File: config.mk
export PLATFORM = sky130hd
export DESIGN_NAME = pic_host_ctrl
export DESIGN_NICKNAME = d
export VERILOG_FILES = /design/src/rtl/pic_host_ctrl.v
export VERILOG_INCLUDE_DIRS = /design/src /design/src/pkg
export SDC_FILE = /design/constraint.sdc
export NUM_CORES = 1
export LEC_CHECK = 0
export ABC_AREA = 1
export ABC_CLOCK_PERIOD_IN_PS = 1890
export BUFFER_PORTS_ARGS = -buffer_cell sky130_fd_sc_hd__buf_2
export CAP_MARGIN = 20
export CORE_MARGIN = 2
export CORE_UTILIZATION = 50
export CTS_CLUSTER_SIZE = 30
export DETAILED_ROUTE_END_ITERATION = 10
export GPL_ROUTABILITY_DRIVEN = 0
export PLACE_DENSITY = 0.78
export SKIP_LAST_GASP = 1
export SLEW_MARGIN = 30
export SYNTH_ARGS = -nofsm -noshare
export SYNTH_HDL_FRONTEND = slang
export SYNTH_SLANG_ARGS = --single-unit
File: constraint.sdc
create_clock -name clk_i -period 1.89 [get_ports clk_i]
set_clock_uncertainty 0.05 [all_clocks]
set_input_delay 0.0945 -clock clk_i [delete_from_list [all_inputs] [get_ports clk_i]]
set_output_delay 0.0945 -clock clk_i [all_outputs]
set_load 0.02 [all_outputs]
File: src/pkg/pic_host_defs.vh
`ifndef PIC_HOST_DEFS_VH
`define PIC_HOST_DEFS_VH
// Software register indexes of the controller
`define REG_CTRL 4'h0
`define REG_WDATA 4'h1
`define REG_STATUS 4'h2
`define REG_RDATA 4'h3
`define REG_VEC0 4'h4
`define REG_VEC1 4'h5
`define REG_VEC2 4'h6
// Control register fields
`define CTRL_GO_WR 0
`define CTRL_GO_RD 1
`define CTRL_ADDR 2
`define CTRL_AUTO_ACK 3
`define CTRL_MODE16 4
`define CTRL_RESET 8'h00
// Device call opcode expected on the first acknowledge in 8-bit mode
`define CALL_OPCODE 8'hCD
// Strobe low time and recovery, in ns
`define STROBE_NS 300
`define RECOVER_NS 200
`define CLK_NS 100
`define STROBE_CYC ((`STROBE_NS + `CLK_NS - 1) / `CLK_NS)
`define RECOVER_CYC ((`RECOVER_NS + `CLK_NS - 1) / `CLK_NS)
`endif

File: src/rtl/pic_host_ctrl.v
// The register addresses and strobed register access were decided locally.
`timescale 1ns/1ns
`include "pic_host_defs.vh"

// Contract
// - Host writes a command word with write low and select low.
// - Host reads status with read low and select low; device drives data.
// - Edge mode: rising edge, held high until acknowledged; the controller acknowledges on the irq_sync level, not on an edge.
// - Processor issues acknowledge pulses; device returns vector bytes.
module pic_host_ctrl
#(
  parameter STROBE_CYC = `STROBE_CYC,
  parameter RECOVER_CYC = `RECOVER_CYC
)
(
  // Clock and reset
  input wire clk_i,
  input wire rstn_i,
  // Software port
  input wire [3:0] addr_i,
  input wire [7:0] wdata_i,
  input wire wr_i,
  input wire rd_i,
  output reg [7:0] rdata_o,
  // Device bus pins
  input wire [7:0] dev_data_i,
  output wire [7:0] dev_data_o,
  output wire dev_data_oe_o,
  output wire select_n_o,
  output wire rd_n_o,
  output wire wr_n_o,
  output wire cmd_select_addr_o,
  output wire irq_ack_strobe_n_o,
  // Device interrupt line
  input wire irq_i
);

  // ----------------------------------------
  // States
  // ----------------------------------------
  localparam S_IDLE = 3'h0;
  localparam S_WR = 3'h1;
  localparam S_RD = 3'h2;
  localparam S_ACK = 3'h3;
  localparam S_GAP = 3'h4;

  reg [2:0] state_ff, nxt_state;
  reg [7:0] cnt_ff, nxt_cnt;
  reg [7:0] ctrl_ff, nxt_ctrl;
  reg [7:0] wdata_ff, nxt_wdata;
  reg [7:0] rdbyte_ff, nxt_rdbyte;
  reg [1:0] ack_idx_ff, nxt_ack_idx;
  reg [7:0] vec0_ff, vec1_ff, vec2_ff;
  reg [7:0] nxt_vec0, nxt_vec1, nxt_vec2;
  reg ack_done_ff, nxt_ack_done;
  reg op_err_ff, nxt_op_err;
  reg [1:0] irq_sync_ff;
  reg [7:0] din_s1_ff, din_s2_ff;
  reg [7:0] nxt_rdata;

  wire irq_sync = irq_sync_ff[1];
  wire mode16 = ctrl_ff[`CTRL_MODE16];
  wire [1:0] ack_last = mode16 ? 2'h1 : 2'h2;
  wire busy = (state_ff != S_IDLE);
  wire sw_wr_ctrl = wr_i && (addr_i == `REG_CTRL);

  // ----------------------------------------
  // Pin drive
  // ----------------------------------------
  // Select held low for the whole access, strobes only inside it
  assign select_n_o = !((state_ff == S_WR) || (state_ff == S_RD));
  assign wr_n_o = !(state_ff == S_WR);
  assign rd_n_o = !(state_ff == S_RD);
  // Acknowledge leaves select high on purpose
  assign irq_ack_strobe_n_o = !(state_ff == S_ACK);
  assign cmd_select_addr_o = ctrl_ff[`CTRL_ADDR];
  // Host drives data only while writing, so the device owns it on answers
  assign dev_data_o = wdata_ff;
  assign dev_data_oe_o = (state_ff == S_WR);

  // ----------------------------------------
  // Sequencer
  // ----------------------------------------
  always @*
  begin
    nxt_state = state_ff;
    nxt_cnt = cnt_ff;
    nxt_ctrl = ctrl_ff;
    nxt_wdata = wdata_ff;
    nxt_rdbyte = rdbyte_ff;
    nxt_ack_idx = ack_idx_ff;
    nxt_vec0 = vec0_ff;
    nxt_vec1 = vec1_ff;
    nxt_vec2 = vec2_ff;
    nxt_ack_done = ack_done_ff;
    nxt_op_err = op_err_ff;
    // Go bits are pulses; software writes to control and write data while busy are dropped
    nxt_ctrl[`CTRL_GO_WR] = 1'b0;
    nxt_ctrl[`CTRL_GO_RD] = 1'b0;
    if (sw_wr_ctrl && !busy)
    begin
      nxt_ctrl = wdata_i;
    end
    if (wr_i && (addr_i == `REG_WDATA) && !busy)
    begin
      nxt_wdata = wdata_i;
    end
    if (wr_i && (addr_i == `REG_STATUS))
    begin
      nxt_ack_done = 1'b0;
      nxt_op_err = 1'b0;
    end
    case (state_ff)
      S_IDLE:
      begin
        nxt_cnt = 8'h00;
        if (ctrl_ff[`CTRL_GO_WR])
        begin
          nxt_state = S_WR;
        end
        else if (ctrl_ff[`CTRL_GO_RD])
        begin
          nxt_state = S_RD;
        end
        else if (ctrl_ff[`CTRL_AUTO_ACK] && irq_sync)
        begin
          nxt_state = S_ACK;
          nxt_ack_idx = 2'h0;
        end
      end
      S_WR, S_RD:
      begin
        nxt_cnt = cnt_ff + 8'h01;
        if (cnt_ff == STROBE_CYC[7:0] - 8'h01)
        begin
          // Sample the status byte at the end of the read strobe
          if (state_ff == S_RD)
          begin
            nxt_rdbyte = din_s2_ff;
          end
          nxt_state = S_GAP;
          nxt_cnt = 8'h00;
        end
      end
      S_ACK:
      begin
        nxt_cnt = cnt_ff + 8'h01;
        if (cnt_ff == STROBE_CYC[7:0] - 8'h01)
        begin
          // 8-bit mode: opcode, low, high; 16-bit mode: silent, vector
          case (ack_idx_ff)
            2'h0: nxt_vec0 = din_s2_ff;
            2'h1: nxt_vec1 = din_s2_ff;
            default: nxt_vec2 = din_s2_ff;
          endcase
          if (!mode16 && (ack_idx_ff == 2'h0) && (din_s2_ff != `CALL_OPCODE))
          begin
            nxt_op_err = 1'b1;
          end
          if (ack_idx_ff == ack_last)
          begin
            nxt_ack_done = 1'b1;
            nxt_ack_idx = 2'h0;
            nxt_state = S_GAP;
          end
          else
          begin
            nxt_ack_idx = ack_idx_ff + 2'h1;
            nxt_state = S_GAP;
          end
          nxt_cnt = 8'h00;
        end
      end
      S_GAP:
      begin
        nxt_cnt = cnt_ff + 8'h01;
        if (cnt_ff >= RECOVER_CYC[7:0] - 8'h01)
        begin
          nxt_cnt = 8'h00;
          nxt_state = (ack_idx_ff != 2'h0) ? S_ACK : S_IDLE;
        end
      end
      default:
      begin
        nxt_state = S_IDLE;
      end
    endcase
  end

  // ----------------------------------------
  // Read mux
  // ----------------------------------------
  always @*
  begin
    case (addr_i)
      `REG_CTRL: nxt_rdata = ctrl_ff;
      `REG_WDATA: nxt_rdata = wdata_ff;
      `REG_STATUS: nxt_rdata = {4'h0, op_err_ff, ack_done_ff, irq_sync, busy};
      `REG_RDATA: nxt_rdata = rdbyte_ff;
      `REG_VEC0: nxt_rdata = vec0_ff;
      `REG_VEC1: nxt_rdata = vec1_ff;
      `REG_VEC2: nxt_rdata = vec2_ff;
      default: nxt_rdata = 8'h00;
    endcase
  end

  // ----------------------------------------
  // Registers
  // ----------------------------------------
  always @(posedge clk_i or negedge rstn_i)
  begin
    if (!rstn_i)
    begin
      state_ff <= S_IDLE;
      cnt_ff <= 8'h00;
      ctrl_ff <= `CTRL_RESET;
      wdata_ff <= 8'h00;
      rdbyte_ff <= 8'h00;
      ack_idx_ff <= 2'h0;
      vec0_ff <= 8'h00;
      vec1_ff <= 8'h00;
      vec2_ff <= 8'h00;
      ack_done_ff <= 1'b0;
      op_err_ff <= 1'b0;
      irq_sync_ff <= 2'h0;
      din_s1_ff <= 8'h00;
      din_s2_ff <= 8'h00;
      rdata_o <= 8'h00;
    end
    else
    begin
      state_ff <= nxt_state;
      cnt_ff <= nxt_cnt;
      ctrl_ff <= nxt_ctrl;
      wdata_ff <= nxt_wdata;
      rdbyte_ff <= nxt_rdbyte;
      ack_idx_ff <= nxt_ack_idx;
      vec0_ff <= nxt_vec0;
      vec1_ff <= nxt_vec1;
      vec2_ff <= nxt_vec2;
      ack_done_ff <= nxt_ack_done;
      op_err_ff <= nxt_op_err;
      // Pins come from an unclocked device, so two flops first
      irq_sync_ff <= {irq_sync_ff[0], irq_i};
      din_s1_ff <= dev_data_i;
      din_s2_ff <= din_s1_ff;
      rdata_o <= rd_i ? nxt_rdata : 8'h00;
    end
  end

endmodule // pic_host_ctrl

=== Yosys cells after proc, flatten, opt, wreduce, memory -nomap -nowiden ===
Cells that the tools add are included.

* Order comparisons: 1
* Add/sub/neg operators: 2
* Equal/unequal tests: 21
* Muxes and demuxes: 28
* Reductions and logical operators: 31
* Bitwise operators: 1

{| class="wikitable"
|+ Operator list
! cell !! count
|-
| 8-bit one-hot mux with 7 select lines || 1
|-
| 8-bit two-way mux || 3
|-
| 8-bit one-hot mux with 3 select lines || 1
|-
| 2-bit two-way mux || 8
|-
| 3-bit two-way mux || 5
|-
| 3-bit AND reduction || 5
|-
| 4-bit by 3-bit equality test with 1-bit output (second input constant) || 3
|-
| 3-bit one-hot mux with 3 select lines || 1
|-
| 8-bit by 1-bit adder with 8-bit output (second input constant) || 1
|-
| 4-bit by 2-bit equality test with 1-bit output (second input constant) || 2
|-
| 8-bit by 2-bit equality test with 1-bit output (second input constant) || 1
|-
| 8-bit by 1-bit greater-or-equal comparator with 1-bit output (second input constant) || 1
|-
| 1-bit logical AND || 8
|-
| 1-bit two-way mux || 8
|-
| 2-bit inequality test (second input constant) || 4
|-
| 8-bit inequality test (second input constant) || 1
|-
| 3-bit by 2-bit equality test with 1-bit output (second input constant) || 2
|-
| 1-bit zero test || 6
|-
| 3-bit nonzero test || 2
|-
| 5-bit AND reduction || 1
|-
| 4-bit by 1-bit equality test with 1-bit output (second input constant) || 1
|-
| 4-bit zero test || 1
|-
| 2-bit by 1-bit inequality test with 1-bit output (second input constant) || 2
|-
| 4-bit inequality test (second input constant) || 1
|-
| 13 further kinds || 15
|}

* Flip-flop bits (word level): 89
* Output and inout port bits: 22

=== Longest topological paths before layout ===
Gate-level depths: netlist of run 1.

* Word-level depth: 6
* Depth in mapped cells: 10
* Depth with buffers taken out: 9

=== Worst setup path before layout of run 1 ===
No wires, ideal clock.

* Kind: register -> register
* Start point: reg cnt_ff[0]
* End point: reg ack_idx_ff[0]
* Setup time: 0.117 ns
* Cell stages (with the launch flop): 11
* Data required time: 1.723 ns
* Data arrival time: 1.332 ns
* Period minus slack after synthesis: 1.499 ns
* Slack: 0.391 ns
* Path through: dfrtp_1 -> inv_1 -> ha_1 -> nand2_2 -> nor2_8 -> nand2_4 -> buf_6 -> nand2_4 -> nand2_2 -> nand2_1 -> nand2_1

* Word-level cells in the longest chain between the ends: 3

{| class="wikitable"
|+ Ends and longest elaborated chain
! item !! RTL line !! text
|-
| start, declared || pic_host_ctrl.v:48 || <nowiki>reg [7:0] cnt_ff, nxt_cnt;</nowiki>
|-
| start signal, assigned || pic_host_ctrl.v:233 || <nowiki>cnt_ff <= nxt_cnt;</nowiki>
|-
| 8-bit by 2-bit equality test with 1-bit output || pic_host_ctrl.v:148 || <nowiki>if (cnt_ff == STROBE_CYC[7:0] - 8'h01)</nowiki>
|-
| 2-bit by 1-bit inequality test with 1-bit output (no line) || -- ||
|-
| 5-bit AND reduction (no line) || -- ||
|-
| end signal, assigned || pic_host_ctrl.v:237 || <nowiki>ack_idx_ff <= nxt_ack_idx;</nowiki>
|-
| end, declared || pic_host_ctrl.v:52 || <nowiki>reg [1:0] ack_idx_ff, nxt_ack_idx;</nowiki>
|}

No other way between the ends.
A chain may end at the register's enable or synchronous reset.

=== Worst setup path in the final report of run 1 ===
* Start point: reg state_ff[1]
* End point: out select_n_o

* Word-level cells in the longest chain between the ends: 3
* Elaborated cells on any way between the ends: 4

{| class="wikitable"
|+ Ends and longest elaborated chain
! item !! RTL line !! text
|-
| start, declared || pic_host_ctrl.v:47 || <nowiki>reg [2:0] state_ff, nxt_state;</nowiki>
|-
| start signal, assigned || pic_host_ctrl.v:232 || <nowiki>state_ff <= nxt_state;</nowiki>
|-
| 3-bit by 1-bit equality test with 1-bit output / 3-bit by 2-bit equality test with 1-bit output (equally long branches) || pic_host_ctrl.v:71 || <nowiki>assign select_n_o = !((state_ff == S_WR) || (state_ff == S_RD));</nowiki>
|-
| 1-bit logical OR (*) || pic_host_ctrl.v:71 ||
|-
| 1-bit zero test (*) || pic_host_ctrl.v:71 ||
|-
| end, declared || pic_host_ctrl.v:29 || <nowiki>output wire select_n_o,</nowiki>
|}

Mark *: on every way between the ends. The rest lies on a longest branch, timed or not.

==> results of run 1 <==
-- report_power, final --
group	leakage (uW)	internal (uW)	switching (uW)
registers	0.00115	2360	319
logic	0.00121	621	1220
clock network	0.0000844	602	671
-- worst reg2reg max path: stages (launching register included) --
cell and delay, ns:
dfrtp_1 0.43, inv_1 0.13, ha_1 0.17, nand2_2 0.10
nor2_8 0.20, nand2_2 0.25, nand2_1 0.15, o21ai_1 0.08
-- cells by family (layout without fill, tap and decap cells) --
logic type	after synthesis	after routing	synth area share
AND/OR/NAND/NOR	241	241	0.270
adder cells (fa/ha/maj)	6	6	0.0181
flip-flops	89	89	0.538
AO/OA/AOI/OAI	71	71	0.0970
XOR/XNOR	3	3	0.00635
buffers and inverters	63	136	0.0701
-- cell type report --
class | instances | area [um2] | share of cell area
repair buffers | 71 | 478 | 0.0989
clock buffers | 10 | 128 | 0.0264
well taps | 105 | 131 | 0.0272
clock inverters | 5 | 57.6 | 0.0119
inverters | 50 | 188 | 0.0389
multi-input cells | 321 | 1620 | 0.336
flip-flops and latches | 89 | 2230 | 0.461
-- cell usage after synthesis (3+ instances only) --
cell,count,area (um2)
o21ai_0,27,135
buf_2,7,35.0
buf_6,6,67.6
xor2_1,3,26.3
ha_1,6,75.1
inv_2,3,11.3
nand2_1,120,450
nand2_2,6,37.5
nor2_4,5,56.3
nand4_1,7,43.8
a21oi_1,10,50.1
inv_1,47,176
nand3_1,58,290
dfrtp_1,89,2230
o21ai_2,11,96.3
o21ai_1,20,100
nor2_1,35,131
-- how the worst max path moves through the flow --
| stage | endpoint | depth (start not counted) | slack [ns] |
|---|---|---|---|
| finish | select_n_o | 6 | 0.17 |
| global route | rdbyte_ff[6] | 7 | 0.07 |
| CTS | select_n_o | 6 | 0.17 |
| detailed placement | rdbyte_ff[6] | 7 | 0.24 |
| global placement | rdbyte_ff[3] | 7 | 0.32 |
| floorplan | ack_idx_ff[0] | 10 | 0.39 |
-- metrics by stage --
step	hold slack (ns)	std cells	setup WS, ns	total power (uW)	utilization
floorplan	-0.251	473	0.391	3950	-
global placement	0.118	618	0.320	4430	0.549
detailed placement	0.124	618	0.243	4520	0.549
CTS	0.0593	651	0.172	5820	0.594
global route	0.0922	651	0.0706	6180	0.594
finish	0.0647	651	0.172	5790	0.594
-- repair_timing --
item / CTS / global route
gates resized for setup: 0 / 0
hold buffers: 18 / 0
buffers inserted: 0 / 0
hold endpoints to repair: 114 / 0
-- placed cells by master (no fill, tap or decap), drive strengths merged, types with 6 or more instances in the layout --
cell type | synthesis | layout
dlygate4sd3 | 0 | 18
nand2 | 128 | 128
a21oi | 10 | 10
nand3 | 60 | 60
clkbuf | 0 | 10
o21ai | 58 | 58
ha | 6 | 6
inv | 50 | 50
nor2 | 43 | 43
dfrtp | 89 | 89
nand4 | 7 | 7
buf | 13 | 53
-- per-layer routing --
layer,vias up,part of all wire,global-route usage
met5,-,0,0
met4,0,0.025,0.0906
met3,26,0.061,0.0471
met2,126,0.47,0.354
met1,1591,0.44,0.287
li1,1667,-,-
-- state kept, by name, indices dropped and copies added, names as in the netlist --
name	cells
state_ff	3
vec1_ff	8
dev_data_o	8
ack_done_ff	1
ctrl_ff	8
cnt_ff	8
vec2_ff	8
vec0_ff	8
rdata_o	8
op_err_ff	1
din_s2_ff	8
rdbyte_ff	8
din_s1_ff	8
ack_idx_ff	2
irq_sync_ff	2
==> impl_results.md, run 1 <==
- MaxCap Viol Count: 0
- Leak: 0.00245 uW
- Post-synthesis area per instance: 8.75 um2
- Cells after Synth: 473
- Syn nets: 504
- CP Buf/Inv Count: 4
- Largest net degree at the start of global routing: 90
- Row cnt: 33
- R2R cell count: 7
- Clk slew on worst S/H paths: ~0.090 ns
- Final setup TNS: 0 ns
- Initial core utilization: 0.509
- CTS tree: yes
- Final Hold Fails: 0
- # DRC: 0
- Top cell family by delay on the critical path: flip-flops
- Gr ovfl total: 0
- Fillers: 694
- Nets: around 570
- DP HPWL: roughly 6400 um
- Layout area overhead: 16.7%
- Drt first-iter violations: ~240
- Outcome: finished, final reports clean
- Synth warn: 0
- Hold Crit Depth: 3
- Die height: 95.0 um
- WS Path Type: reg2out
- Dpl cell area: 4470 um2
- Worst Path Max Fanout: 5
- Reg2reg end: rdbyte_ff[6]
- R2R Setup Slk: 0.23 ns
- Core area: 8130 um2
- Clock buffer depth: 2
- CP Data Required Time: 1.75 ns
- Final setup violation count: 0
- Root buffer cell: clkbuf_8
- Top FF cell, synth: dfrtp_1
- Chip width: 95.0 um
- Top cell by count, worst path: inv_1
- Async set-or-reset flop fraction in the synthesized netlist: 1.00
- Minimum clock period: 1.72 ns
- Detailed Routing Iterations Pass 1: 5
- CTS Sinks: 89
- Post-synth EDFFs: 0
- Number of H-tree levels: 3
- Hold path startpoint: rd_i
- All-layer global routing usage: 0.219
- Avg WL per Cell: 13.9 um
- Slew margin rel.: 0.691
- Routed WL: a little over 9000 um
- Class of the tightest hold or removal check: in2reg
- Antenna violations before repair: 0
- Routed Antenna Nets: 0
- Period utilisation layout: 0.909
- Via density per instance: approximately 5.2
- Total CTS buffers: 9
- Power Density: 1200 nW/um2
- First-pass GRT wire length: approximately 15000 um
- Vias in the first global route: 3322
- Pins Over Slew Limit: 0
- Number of diodes: 0
- Fmax: slightly below 600 MHz
- Slowest stage delay, CP: 0.46 ns
- Die area: 9020 um2
- Worst Setup SP: state_ff[1]
- Crit path arrival time: 1.57 ns
- Slowest CP cell: dfrtp_1
- Hold Crit Endpoint: rdata_o[4]
- Critical path cell sequence: inv_1, nor3_1, inv_1, nand2_1, inv_1, buf_2
- RSZ-0062 raised after global routing: no
- Post-Synthesis Cell Area: 4140 um2
- DR vias: around 3400
- Reg-to-reg startpoint: cnt_ff[0]
- Post-synthesis register bit count: 89
- PortBufs: 46
- Worst-Margin Slew: ~0.46 ns
- Count of unique library cells instantiated by Yosys: 26
- Ports: 47
- Startpoint types: register
- Crit. End Element: output pin
- Final Cell Area: 4830 um2
- Maximum vdd drop: ~0.46 mV
- Layout cells sized above 1: 0.181
- Register area share after synthesis: 0.538
- Worst-skew pair later-pin latency: 0.36 ns
Note: power is estimated with default switching activity, not from simulation.
==> run 2: changes to the inputs <==
BUFFER_PORTS_ARGS = -buffer_cell sky130_fd_sc_hd__buf_4   (was -buffer_cell sky130_fd_sc_hd__buf_2)
==> impl_results.md, run 2 (synthesis gave the netlist of run 1 again) <==
- Clock buffer depth: 2
- Worst-skew pair later-pin latency: 0.36 ns
- MaxCap Viol Count: 0
- Crit. End Element: output pin
- Leak: 0.00249 uW
- Vias in the first global route: around 3300
- All-layer global routing usage: 0.218
- Final setup TNS: 0 ns
- Top cell family by delay on the critical path: flip-flops
- Via density per instance: ~5.2
- Nets: approximately 580
- Slowest stage delay, CP: 0.44 ns
- Fmax: 594 MHz
- Chip width: approximately 95 um
- Total power draw: 5810 uW
- Worst-Margin Slew: about 0.54 ns
- Core area: slightly above 8000 um2
- Clk slew on worst S/H paths: 0.09 ns
- Final Cell Area: 4960 um2
- Fillers: approximately 680
- Reg-to-reg startpoint: cnt_ff[0]
- DR vias: 3424
- Number of H-tree levels: 3
- Total CTS buffers: 9
- Die height: 95.0 um
- Ports: 47
- PortBufs: 46
- Pins Over Slew Limit: 0
- Die area: 9020 um2
- Power Density: between 1000 and 1500 nW/um2
- Minimum clock period: 1.68 ns
- CTS tree: yes
- Row cnt: 33
- Period utilisation layout: 0.890
- Routed Antenna Nets: 0
- Root buffer cell: clkbuf_8
- Dpl cell area: 4600 um2
- Drt first-iter violations: 167
- Final setup violation count: 0
- RSZ-0062 raised after global routing: no
- CP Data Required Time: 1.75 ns
- Critical path cell sequence: inv_2, nand2_1, nor2_4, inv_1, buf_4
- Worst Path Max Fanout: 6
- Most frequent cells in the layout: nand2_1, dfrtp_1, nand3_1
- Routed WL: just over 9000 um
- First-pass GRT wire length: 15200 um
- Number of diodes: 0
- WS Path Type: reg2out
- Setup Buffers After CTS: 0
- Initial core utilization: 0.509
- Crit path arrival time: 1.54 ns
- Gr ovfl total: 0
- Commonest non-fill, non-tap cell in the layout: nand2_1
- Outcome: finished, final reports clean
- Final Hold Fails: 0
- Worst Setup SP: state_ff[2]
- Avg WL per Cell: 13.9 um
- Hold path startpoint: rd_i
- Startpoint types: register
- Layout area overhead: 19.8%
- Layout cells sized above 1: 0.189
- R2R Setup Slk: 0.24 ns
- Slowest CP cell: dfrtp_1
- CTS Sinks: between 80 and 90
- Largest net degree at the start of global routing: 40
- Antenna violations before repair: 0
- Class of the tightest hold or removal check: in2reg
- Slew margin rel.: 0.641
- DP HPWL: 6500 um
- # DRC: 0
- Maximum vdd drop: approximately 0.38 mV
- Detailed Routing Iterations Pass 1: 5
- CP Buf/Inv Count: 3
## run 2: power by group
group	leakage (uW)	switching, uW	internal (uW)	total (uW)
logic	0.00126	1220	742	1970
clock network	0.0000785	682	480	1160
registers	0.00115	326	2360	2690
## run 2: worst paths after layout
| path | end | depth (start not counted) |
|---|---|---|
| setup / recovery | irq_ack_strobe_n_o | 5 |
| hold / removal | rdata_o[3] | 3 |
| setup reg to reg | vec1_ff[5] | 8 |
| hold reg to reg | din_s2_ff[5] | 0 |
| max in group asynchronous | cnt_ff[1] | 3 |
| min in group asynchronous | irq_sync_ff[1] | 2 |
## run 2: final cells by class
cell class | instances | area (um2) | area share
multi-input cells | 321 | 1630 | 0.328
flip-flops and latches | 89 | 2230 | 0.449
inverters | 50 | 188 | 0.0379
repair buffers | 74 | 613 | 0.124
clock inverters | 6 | 45.0 | 0.00908
well taps | 105 | 131 | 0.0265
clock buffers | 10 | 128 | 0.0257
## run 2: tightest hold or removal path, stage by stage
cell     delay (ns)
buf_4          0.08
inv_1          0.11
a21oi_1        0.13
## run 2: timing repair
action,CTS,global route
hold buffers,18,0
endpoints found under the hold margin,61,0
endpoints found under the setup margin,0,1
resized for setup,0,1
## run 2: per-layer routing
layer | up-vias | global-route usage | wire (um)
li1 | 1675 | - | -
met1 | 1618 | 0.291 | 4220
met2 | 114 | 0.356 | 4270
met3 | 17 | 0.0351 | 431
met4 | 0 | 0.0894 | 178
met5 | - | 0 | 0
## run 2: metrics by stage
step,hold WS (ns),instances,util,setup WS [ns]
2_1_floorplan,-0.251,473,-,0.391
3_3_place_gp,0.0562,621,0.566,0.319
3_5_place_dp,0.0657,621,0.566,0.267
4_1_cts,0.0457,655,0.609,0.148
5_1_grt,0.0743,655,0.610,0.0697
6_report,0.0524,655,0.610,0.207
